==> src/wol_map.vh <==
// Contract
// - Reset leaves every wake detector disabled.
// - Magic frame: six 0xFF then sixteen MACs.
// - Enabled magic frame drives wake low.
// - Magic detection needs control bit set.
// - Local MAC held in three registers.
// - Only received frames are examined.
// - Magic detection recorded in status register.
// - CRC over masked bytes of first 64.
// - Exact CRC match drives wake low.
// - Four independent custom frame matchers.
// - Control bits two to five enable matchers.
// - Expected CRC split low and high.
// - Four mask registers per matcher.
// - Enabled link up/down change drives wake.
// - Link change status readable by software.
// - Route fields choose indicator or irq pin.
// - Output select field shapes both pins.
// - Wake held until source enable cleared.
// - Wake output is active low.
// - Irq pin polarity follows invert bit.
`ifndef WOL_MAP_VH
`define WOL_MAP_VH
`define WOL_IDX_ROUTE 8'h02
`define WOL_IDX_CTRL 8'h10
`define WOL_IDX_MAC_LO 8'h11
`define WOL_IDX_MAC_MI 8'h12
`define WOL_IDX_MAC_HI 8'h13
`define WOL_IDX_CRC_BASE 8'h14
`define WOL_IDX_MASK_BASE 8'h1C
`define WOL_IDX_CTRL_STAT 8'h2C
`define WOL_IDX_CUST_STAT 8'h2D
`define WOL_IDX_MAGIC_STAT 8'h2E
`define WOL_IDX_RXCRC_BASE 8'h30
`define WOL_IDX_LINK_STAT 8'h50
`define WOL_IDX_MISC 8'h51
`define WOL_CTRL_LUP 0
`define WOL_CTRL_LDN 1
`define WOL_CTRL_CUST_LSB 2
`define WOL_CTRL_MAGIC 6
`define WOL_CTRL_OSEL_LSB 14
`define WOL_ROUTE_LED 0
`define WOL_ROUTE_IRQ 1
`define WOL_MISC_IRQ_INV 0
`define WOL_PRE_BYTES 3'h6
`define WOL_MAC_COPIES 7'h60
`define WOL_CUST_BYTES 7'h40
`define WOL_CRC_POLY 32'hEDB88320
`define WOL_CRC_INIT 32'hFFFFFFFF
`endif

==> src/wol_detector.v <==
// Added by the designer: the APB interface to the registers and the address map.
`timescale 1ns/1ps
`include "wol_map.vh"
module wol_detector #(
  parameter NUM_CUST = 4
) (
  input wire pclk,
  input wire presetn,
  input wire psel,
  input wire penable,
  input wire pwrite,
  input wire [9:0] paddr,
  input wire [31:0] pwdata,
  output reg [31:0] prdata,
  output wire pready,
  output wire pslverr,
  input wire rx_valid,
  input wire rx_sof,
  input wire rx_eof,
  input wire rx_err,
  input wire [7:0] rx_data,
  input wire link_up_pin,
  output reg wake_out_on_led_pin_n,
  output reg wake_out_on_led_pin_oe,
  output reg wake_out_on_irq_pin,
  output reg wake_out_on_irq_pin_oe
);

  function [31:0] wol_crc_byte;
    input [31:0] c;
    input [7:0] d;
    integer i;
    reg [31:0] t;
    begin
      t = c ^ {24'h000000, d};
      for (i = 0; i < 8; i = i + 1) begin
        t = t[0] ? ((t >> 1) ^ `WOL_CRC_POLY) : (t >> 1);
      end
      wol_crc_byte = t;
    end
  endfunction

  function [7:0] wol_mac_byte;
    input [47:0] mac;
    input [2:0] k;
    begin
      case (k)
        3'h0: wol_mac_byte = mac[47:40];
        3'h1: wol_mac_byte = mac[39:32];
        3'h2: wol_mac_byte = mac[31:24];
        3'h3: wol_mac_byte = mac[23:16];
        3'h4: wol_mac_byte = mac[15:8];
        default: wol_mac_byte = mac[7:0];
      endcase
    end
  endfunction

  reg [15:0] ctrl_reg;
  reg [15:0] route_reg;
  reg [15:0] misc_reg;
  reg [15:0] mac_lo_reg;
  reg [15:0] mac_mi_reg;
  reg [15:0] mac_hi_reg;
  reg [15:0] crc_reg [0:2*NUM_CUST-1];
  reg [15:0] mask_reg [0:4*NUM_CUST-1];
  reg [31:0] rxcrc_reg [0:NUM_CUST-1];
  reg [NUM_CUST-1:0] cust_pend_reg;
  reg magic_pend_reg;
  reg lup_pend_reg;
  reg ldn_pend_reg;
  reg link_s1_reg;
  reg link_s2_reg;
  reg link_s3_reg;
  reg [2:0] ff_cnt_reg;
  reg [6:0] mac_idx_reg;
  reg [2:0] mac_pos_reg;
  reg magic_hit_reg;
  reg [6:0] byte_cnt_reg;
  reg [31:0] crc_acc_reg [0:NUM_CUST-1];
  reg [31:0] rdata_next;
  reg hit_next;
  reg [7:0] ridx;
  wire [7:0] idx;
  wire [47:0] mac;
  wire setup_rd;
  wire wr_acc;
  wire mapped;
  wire [6:0] cur_cnt;
  wire any_pend;

  assign idx = paddr[9:2];
  assign mac = {mac_hi_reg, mac_mi_reg, mac_lo_reg};
  assign setup_rd = psel & ~penable & ~pwrite;
  assign wr_acc = psel & penable & pwrite;
  assign pready = 1'b1;
  assign cur_cnt = rx_sof ? 7'h00 : byte_cnt_reg;

  // Address decode and read mux.
  always @* begin
    rdata_next = 32'h00000000;
    hit_next = 1'b1;
    ridx = 8'h00;
    if (idx >= `WOL_IDX_CRC_BASE && idx < `WOL_IDX_MASK_BASE) begin
      ridx = idx - `WOL_IDX_CRC_BASE;
      rdata_next = {16'h0000, crc_reg[ridx[2:0]]};
    end else if (idx >= `WOL_IDX_MASK_BASE && idx < `WOL_IDX_CTRL_STAT) begin
      ridx = idx - `WOL_IDX_MASK_BASE;
      rdata_next = {16'h0000, mask_reg[ridx[3:0]]};
    end else if (idx >= `WOL_IDX_RXCRC_BASE && idx < 8'h38) begin
      ridx = idx - `WOL_IDX_RXCRC_BASE;
      rdata_next = ridx[0] ? {16'h0000, rxcrc_reg[ridx[2:1]][31:16]} :
                   {16'h0000, rxcrc_reg[ridx[2:1]][15:0]};
    end else begin
      case (idx)
        `WOL_IDX_ROUTE: rdata_next = {16'h0000, route_reg};
        `WOL_IDX_CTRL: rdata_next = {16'h0000, ctrl_reg};
        `WOL_IDX_MAC_LO: rdata_next = {16'h0000, mac_lo_reg};
        `WOL_IDX_MAC_MI: rdata_next = {16'h0000, mac_mi_reg};
        `WOL_IDX_MAC_HI: rdata_next = {16'h0000, mac_hi_reg};
        `WOL_IDX_CTRL_STAT: rdata_next = {31'h00000000, any_pend};
        `WOL_IDX_CUST_STAT: rdata_next = {28'h0000000, cust_pend_reg};
        `WOL_IDX_MAGIC_STAT: rdata_next = {31'h00000000, magic_pend_reg};
        `WOL_IDX_LINK_STAT: rdata_next = {29'h00000000, link_s2_reg, ldn_pend_reg,
                                          lup_pend_reg};
        `WOL_IDX_MISC: rdata_next = {16'h0000, misc_reg};
        default: hit_next = 1'b0;
      endcase
    end
  end

  assign mapped = hit_next;
  assign pslverr = psel & penable & ~mapped;

  always @(posedge pclk or negedge presetn) begin
    if (!presetn) begin
      prdata <= 32'h00000000;
    end else if (setup_rd) begin
      prdata <= rdata_next;
    end
  end

  integer k;

  always @(posedge pclk or negedge presetn) begin
    if (!presetn) begin
      ctrl_reg <= 16'h0000;
      route_reg <= 16'h0000;
      misc_reg <= 16'h0000;
      mac_lo_reg <= 16'h0000;
      mac_mi_reg <= 16'h0000;
      mac_hi_reg <= 16'h0000;
      for (k = 0; k < 2 * NUM_CUST; k = k + 1) begin
        crc_reg[k] <= 16'h0000;
      end
      for (k = 0; k < 4 * NUM_CUST; k = k + 1) begin
        mask_reg[k] <= 16'h0000;
      end
    end else if (wr_acc) begin
      if (idx >= `WOL_IDX_CRC_BASE && idx < `WOL_IDX_MASK_BASE) begin
        crc_reg[ridx[2:0]] <= pwdata[15:0];
      end else if (idx >= `WOL_IDX_MASK_BASE && idx < `WOL_IDX_CTRL_STAT) begin
        mask_reg[ridx[3:0]] <= pwdata[15:0];
      end else begin
        case (idx)
          `WOL_IDX_ROUTE: route_reg <= pwdata[15:0];
          `WOL_IDX_CTRL: ctrl_reg <= pwdata[15:0];
          `WOL_IDX_MAC_LO: mac_lo_reg <= pwdata[15:0];
          `WOL_IDX_MAC_MI: mac_mi_reg <= pwdata[15:0];
          `WOL_IDX_MAC_HI: mac_hi_reg <= pwdata[15:0];
          `WOL_IDX_MISC: misc_reg <= pwdata[15:0];
          default: ctrl_reg <= ctrl_reg;
        endcase
      end
    end
  end

  // Link level is synchronised before edge detection.
  always @(posedge pclk or negedge presetn) begin
    if (!presetn) begin
      link_s1_reg <= 1'b0;
      link_s2_reg <= 1'b0;
      link_s3_reg <= 1'b0;
    end else begin
      link_s1_reg <= link_up_pin;
      link_s2_reg <= link_s1_reg;
      link_s3_reg <= link_s2_reg;
    end
  end

  // Only the receive stream is matched.
  always @(posedge pclk or negedge presetn) begin
    if (!presetn) begin
      ff_cnt_reg <= 3'h0;
      mac_idx_reg <= 7'h00;
      mac_pos_reg <= 3'h0;
      magic_hit_reg <= 1'b0;
    end else if (rx_valid) begin
      if (rx_sof) begin
        magic_hit_reg <= 1'b0;
      end
      if (rx_eof) begin
        ff_cnt_reg <= 3'h0;
        mac_idx_reg <= 7'h00;
        mac_pos_reg <= 3'h0;
      end else if (mac_idx_reg != 7'h00) begin
        if (rx_data == wol_mac_byte(mac, mac_pos_reg)) begin
          if (mac_idx_reg == `WOL_MAC_COPIES - 7'h01) begin
            magic_hit_reg <= 1'b1;
            mac_idx_reg <= 7'h00;
            ff_cnt_reg <= 3'h0;
          end else begin
            mac_idx_reg <= mac_idx_reg + 7'h01;
          end
          mac_pos_reg <= (mac_pos_reg == 3'h5) ? 3'h0 : mac_pos_reg + 3'h1;
        end else begin
          mac_idx_reg <= 7'h00;
          mac_pos_reg <= 3'h0;
          ff_cnt_reg <= (rx_data == 8'hFF) ? 3'h1 : 3'h0;
        end
      end else if (ff_cnt_reg == `WOL_PRE_BYTES && rx_data == wol_mac_byte(mac, 3'h0)) begin
        mac_idx_reg <= 7'h01;
        mac_pos_reg <= 3'h1;
      end else if (rx_data == 8'hFF) begin
        if (ff_cnt_reg != `WOL_PRE_BYTES) begin
          ff_cnt_reg <= ff_cnt_reg + 3'h1;
        end
      end else begin
        ff_cnt_reg <= 3'h0;
      end
    end
  end

  always @(posedge pclk or negedge presetn) begin
    if (!presetn) begin
      byte_cnt_reg <= 7'h00;
    end else if (rx_valid) begin
      byte_cnt_reg <= (rx_eof || cur_cnt == `WOL_CUST_BYTES) ? cur_cnt : cur_cnt + 7'h01;
    end
  end

  // One matcher per custom frame type.
  genvar g;
  generate
    for (g = 0; g < NUM_CUST; g = g + 1) begin : g_cust
      wire [63:0] msk;
      wire [31:0] acc;
      wire [31:0] acc_new;
      wire sel;
      assign msk = {mask_reg[4*g+3], mask_reg[4*g+2], mask_reg[4*g+1], mask_reg[4*g]};
      assign acc = rx_sof ? `WOL_CRC_INIT : crc_acc_reg[g];
      assign sel = (cur_cnt < `WOL_CUST_BYTES) && msk[cur_cnt[5:0]];
      assign acc_new = sel ? wol_crc_byte(acc, rx_data) : acc;
      always @(posedge pclk or negedge presetn) begin
        if (!presetn) begin
          crc_acc_reg[g] <= `WOL_CRC_INIT;
          rxcrc_reg[g] <= 32'h00000000;
          cust_pend_reg[g] <= 1'b0;
        end else begin
          if (rx_valid) begin
            crc_acc_reg[g] <= acc_new;
          end
          if (rx_valid && rx_eof && !rx_err) begin
            rxcrc_reg[g] <= ~acc_new;
          end
          if (!ctrl_reg[`WOL_CTRL_CUST_LSB + g]) begin
            cust_pend_reg[g] <= 1'b0;
          end else if (rx_valid && rx_eof && !rx_err &&
                       ~acc_new == {crc_reg[2*g+1], crc_reg[2*g]}) begin
            cust_pend_reg[g] <= 1'b1;
          end
        end
      end
    end
  endgenerate

  always @(posedge pclk or negedge presetn) begin
    if (!presetn) begin
      magic_pend_reg <= 1'b0;
      lup_pend_reg <= 1'b0;
      ldn_pend_reg <= 1'b0;
    end else begin
      if (!ctrl_reg[`WOL_CTRL_MAGIC]) begin
        magic_pend_reg <= 1'b0;
      end else if (rx_valid && rx_eof && !rx_err && magic_hit_reg) begin
        magic_pend_reg <= 1'b1;
      end
      if (!ctrl_reg[`WOL_CTRL_LUP]) begin
        lup_pend_reg <= 1'b0;
      end else if (link_s2_reg && !link_s3_reg) begin
        lup_pend_reg <= 1'b1;
      end
      if (!ctrl_reg[`WOL_CTRL_LDN]) begin
        ldn_pend_reg <= 1'b0;
      end else if (!link_s2_reg && link_s3_reg) begin
        ldn_pend_reg <= 1'b1;
      end
    end
  end

  assign any_pend = magic_pend_reg | lup_pend_reg | ldn_pend_reg | (|cust_pend_reg);

  always @(posedge pclk or negedge presetn) begin
    if (!presetn) begin
      wake_out_on_led_pin_n <= 1'b1;
      wake_out_on_led_pin_oe <= 1'b0;
      wake_out_on_irq_pin <= 1'b1;
      wake_out_on_irq_pin_oe <= 1'b0;
    end else begin
      wake_out_on_led_pin_n <= ~(any_pend & ctrl_reg[`WOL_CTRL_OSEL_LSB]);
      wake_out_on_led_pin_oe <= route_reg[`WOL_ROUTE_LED];
      wake_out_on_irq_pin <= ~(any_pend & ctrl_reg[`WOL_CTRL_OSEL_LSB + 1]) ^
                             misc_reg[`WOL_MISC_IRQ_INV];
      wake_out_on_irq_pin_oe <= route_reg[`WOL_ROUTE_IRQ];
    end
  end

endmodule // wol_detector

==> config.mk <==
export PLATFORM = sky130hd
export DESIGN_NAME = wol_detector
export DESIGN_NICKNAME = d
export VERILOG_FILES = /design/src/wol_detector.v
export VERILOG_INCLUDE_DIRS = /design/src
export SDC_FILE = /design/constraint.sdc
export NUM_CORES = 2
export LEC_CHECK = 0
export BUFFER_PORTS_ARGS = -buffer_cell sky130_fd_sc_hd__buf_4
export CORE_MARGIN = 10
export CORE_UTILIZATION = 46
export DETAILED_ROUTE_END_ITERATION = 10
export MAX_ROUTING_LAYER = met4
export PLACE_DENSITY_LB_ADDON = 0.15
export SLEW_MARGIN = 0
export SYNTH_ARGS = -nofsm -noshare
export SYNTH_HDL_FRONTEND = slang
export SYNTH_SLANG_ARGS = --single-unit
==> constraint.sdc <==
create_clock -name pclk -period 3.5 [get_ports pclk]
set_input_delay 0.175 -clock pclk [delete_from_list [all_inputs] [get_ports pclk]]
set_output_delay 0.175 -clock pclk [all_outputs]
set_load 0.1 [all_outputs]
==> results_dict.tcl <==
set metrics [dict create \
    tightest_slew_ns 1.257 \
    synthCells 4245 \
    syn_to_final_growth_pct 24.05 \
    power.share.combinational_pct 43.3 \
    outcome "complete, but fails checks" \
    critical_path_buf_inv_count 5 \
    synth.distinct_cells 121 \
    async_flop_share_pct 100.0 \
    first_pass_iters 6 \
    ys_seq_area_share_pct 42.36 \
    whs_path_depth 3 \
    layout_common_cells "buf_4 (748), dfrtp_1 (655), mux2_2 (548)" \
    period_minus_slack_ns 3.904 \
    switchingPower_mw 14.79 \
    synthFlopType "dfrtp_1" \
    critical_path.most_common_cell "buf_6" \
    vias_per_cell 6.165 \
    yosysWarnings 0 \
    tns_ns -1.239 \
    cts_max_level 3 \
    die_w_um 339.2 \
    worstRegToRegCells 16 \
    crit_cells 16 \
    grt_first_pass_wirelength_um 275800 \
    layout_commonest_cell "buf_4" \
    layout_setup_ws_ns -0.4044 \
    p_int_mw 25.20 \
    fin_nets 4909 \
    total_power_mw 39.99 \
    core-area_um2 101400 \
    failed_checks "setup timing" \
    maxCapViolations 0 \
    grt_usage_pct 33.26 \
    rrSetupSlack_ns -0.40 \
    slowest_delay_ns 0.50 \
    die_h_um 339.2 \
    setup_violations 5 \
    cp-end-kind "flop" \
    finalHoldViolations 0 \
    grt_pass1_vias 37596 \
    start_util_pct 46.20 \
    finClkSkew_ns 0.04113 \
    r2r-start "byte_cnt_reg[0]$_DFFE_PN0P_" \
    synth_area_leader_cell "dfrtp_1" \
    largest_reg_flops 256 \
    dp_hpwl_um 142200 \
    clk_pin_slew_ns 0.06 \
    netlist.area_leader.share_pct 35.08 \
    hp-class "in -> reg" \
    p_per_area_nw_per_um2 687.8 \
    startpoint_type "flop" \
    routed-via-count 38770 \
    hold_path.startpoint "pwdata[15]" \
    pin_count 98 \
    antenna_found_initial 13 \
    dieArea_um2 115100 \
    cp_slowest_cell "dfrtp_4" \
    cts_tree "built" \
    clk_latency_ns 0.71 \
    synth-seq-cells 787 \
    drc 0 \
    postRouteAntennaNets 0 \
    period_share_pct 111.6 \
    p_clk_share_pct 25.9 \
    reg2reg_to "cust_pend_reg[2]$_DFFE_PN0P_" \
    peakVddDrop_v 0.0004220 \
    cp_max_fo 6 \
    routed_wl_um 191100 \
    max_freq_ghz 0.2561 \
    slew_headroom_pct 15.53 \
    drt_iter0_markers 4666 \
    sw_frac_of_total_pct 36.99 \
    gp_congestion 0.9984 \
    syn_area_um2 46870 \
    layout-drive-gt1-share_pct 41.22 \
    postLayoutCellArea_um2 58140 \
    min_to "crc_reg[111]$_DFFE_PN0P_" \
    place_inst 6022 \
    root_buffer "clkbuf_16" \
    rsz0062_at_grt "yes" \
    synth_edf_count 0 \
    rows 117 \
    clk_path_buf_depth 3 \
    drv_slew 0 \
    cts_sinks 787 \
    leakagePower_nw 25.82 \
    numPortBuffers 62 \
    whs_ns 0.01973 \
    cts_buffers 91 \
    crit_family "compound AO/OA/AOI/OAI gates" \
    wl_per_cell_um 30.39 \
    worstPathRequired_ns 4.13 \
    critPathArrivalTime_ns 4.53 \
    power_frac_seq_pct 30.7 \
    synthTopCellsByArea "dfrtp_1 (35%), mux2_2 (13%), mux4_2 (7.4%)" \
    path_class "reg -> reg" \
    fin_cells 6289 \
    grt_start_max_net_pins 98 \
    worstPathCellList "buf_6, buf_8, buf_6, mux2i_2, o211a_1, a311oi_4, nor3_4, and4b_4, buf_6, mux2_4, o32a_1, a2bb2oi_2, nand4_1, nor4_4, buf_4, a32o_1" \
    placed_area_um2 52980 \
    syn_area_per_cell_um2 11.04 \
    grt_overflow 0 \
]
## per-layer routing
layer,vias to the layer above,part of all wire (%),global-route usage [%]
met5,-,0,-
met4,0,4.6,13.29
met3,384,9.3,6.387
met2,1987,43,47.91
met1,19784,43,45.93
li1,16615,-,-
## Yosys cell counts (all sizes together) (28+ instances only)
cell / number
mux4: 155
nor4: 35
a21oi: 159
buf: 152
inv: 54
nand2: 329
a31oi: 31
mux2i: 100
xnor2: 285
o22ai: 44
mux2: 552
a2bb2oi: 28
nor2: 315
nor3: 67
dfrtp: 657
a221oi: 34
a211oi: 31
nand3: 45
dfstp: 130
clkbuf: 213
a22oi: 56
nor2b: 31
o21ai: 239
xor2: 111
## tightest hold or removal path, delay by kind of cell
family / cells / cell delay (ns)
AOI/OAI and AO/OA: 1 / 0.07
and+or+nand+nor: 1 / 0.11
buffers and inverters: 1 / 0.28
## what timing repair did
item,in CTS,in global routing
cloned,4,2
hold buffers,8,0
setup endpoints to repair,31,80
resized for setup,74,151
setup buffers,41,42
hold endpoints to repair,62,0
pin swaps,31,73
## through the flow
stage / util [%] / setup WS [ns]
2_1_floorplan: - / 0.1170
6_report: 57.31 / -0.4044
3_3_place_gp: 52.22 / -0.5944
4_1_cts: 56.26 / -0.3540
3_5_place_dp: 52.22 / -0.6211
5_1_grt: 57.31 / -0.4904
## layout make-up
type                       count  area (um2)
antenna                        8       20.02
clock buffer                 127        2614
clock inverter                41       605.6
fill                        8789       43300
inverter                      57       216.5
multi-input combinational   3051       25900
sequential                   787       19860
tap                         1368        1712
timing repair buffer         850        7217
## power by group through the flow
stage | logic [mW] | clock network (mW) | registers [mW]
4_1_cts | 16.3 | 10.5 | 12.2
3_5_place_dp | 15.7 | 0 | 12.4
2_1_floorplan | 8.52 | 0 | 11.6
3_3_place_gp | 15.7 | 0 | 12.4
5_1_grt | 18.2 | 10.8 | 12.4
6_report | 17.3 | 10.4 | 12.3
## worst max-delay path by stage
| stage | startpoint | end | slack (ns) |
|---|---|---|---|
| global route | byte_cnt_reg[0]$_DFFE_PN0P_ | cust_pend_reg[0]$_DFFE_PN0P_ | -0.49 |
| global placement | byte_cnt_reg[0]$_DFFE_PN0P_ | cust_pend_reg[3]$_DFFE_PN0P_ | -0.59 |
| finish | byte_cnt_reg[0]$_DFFE_PN0P_ | cust_pend_reg[2]$_DFFE_PN0P_ | -0.40 |
| floorplan | paddr[2] | pslverr | 0.12 |
| detailed placement | byte_cnt_reg[0]$_DFFE_PN0P_ | cust_pend_reg[3]$_DFFE_PN0P_ | -0.62 |
| CTS | byte_cnt_reg[0]$_DFFE_PN0P_ | cust_pend_reg[2]$_DFFE_PN0P_ | -0.35 |
## kinds of logic (layout without fill, tap and decap cells)
logic type	Yosys count	count (layout)	share of synthesized area, %
AND/OR/NAND/NOR	983	983	9.789
other	2	25	0.01602
XOR/XNOR	405	405	8.336
flip-flops	787	787	42.36
multiplexers	807	807	22.85
AO/OA/AOI/OAI	828	828	11.93
buffers and inverters	422	1075	4.423
adder cells (fa/ha/maj)	11	11	0.2936
(Power assumes the default switching activity.)
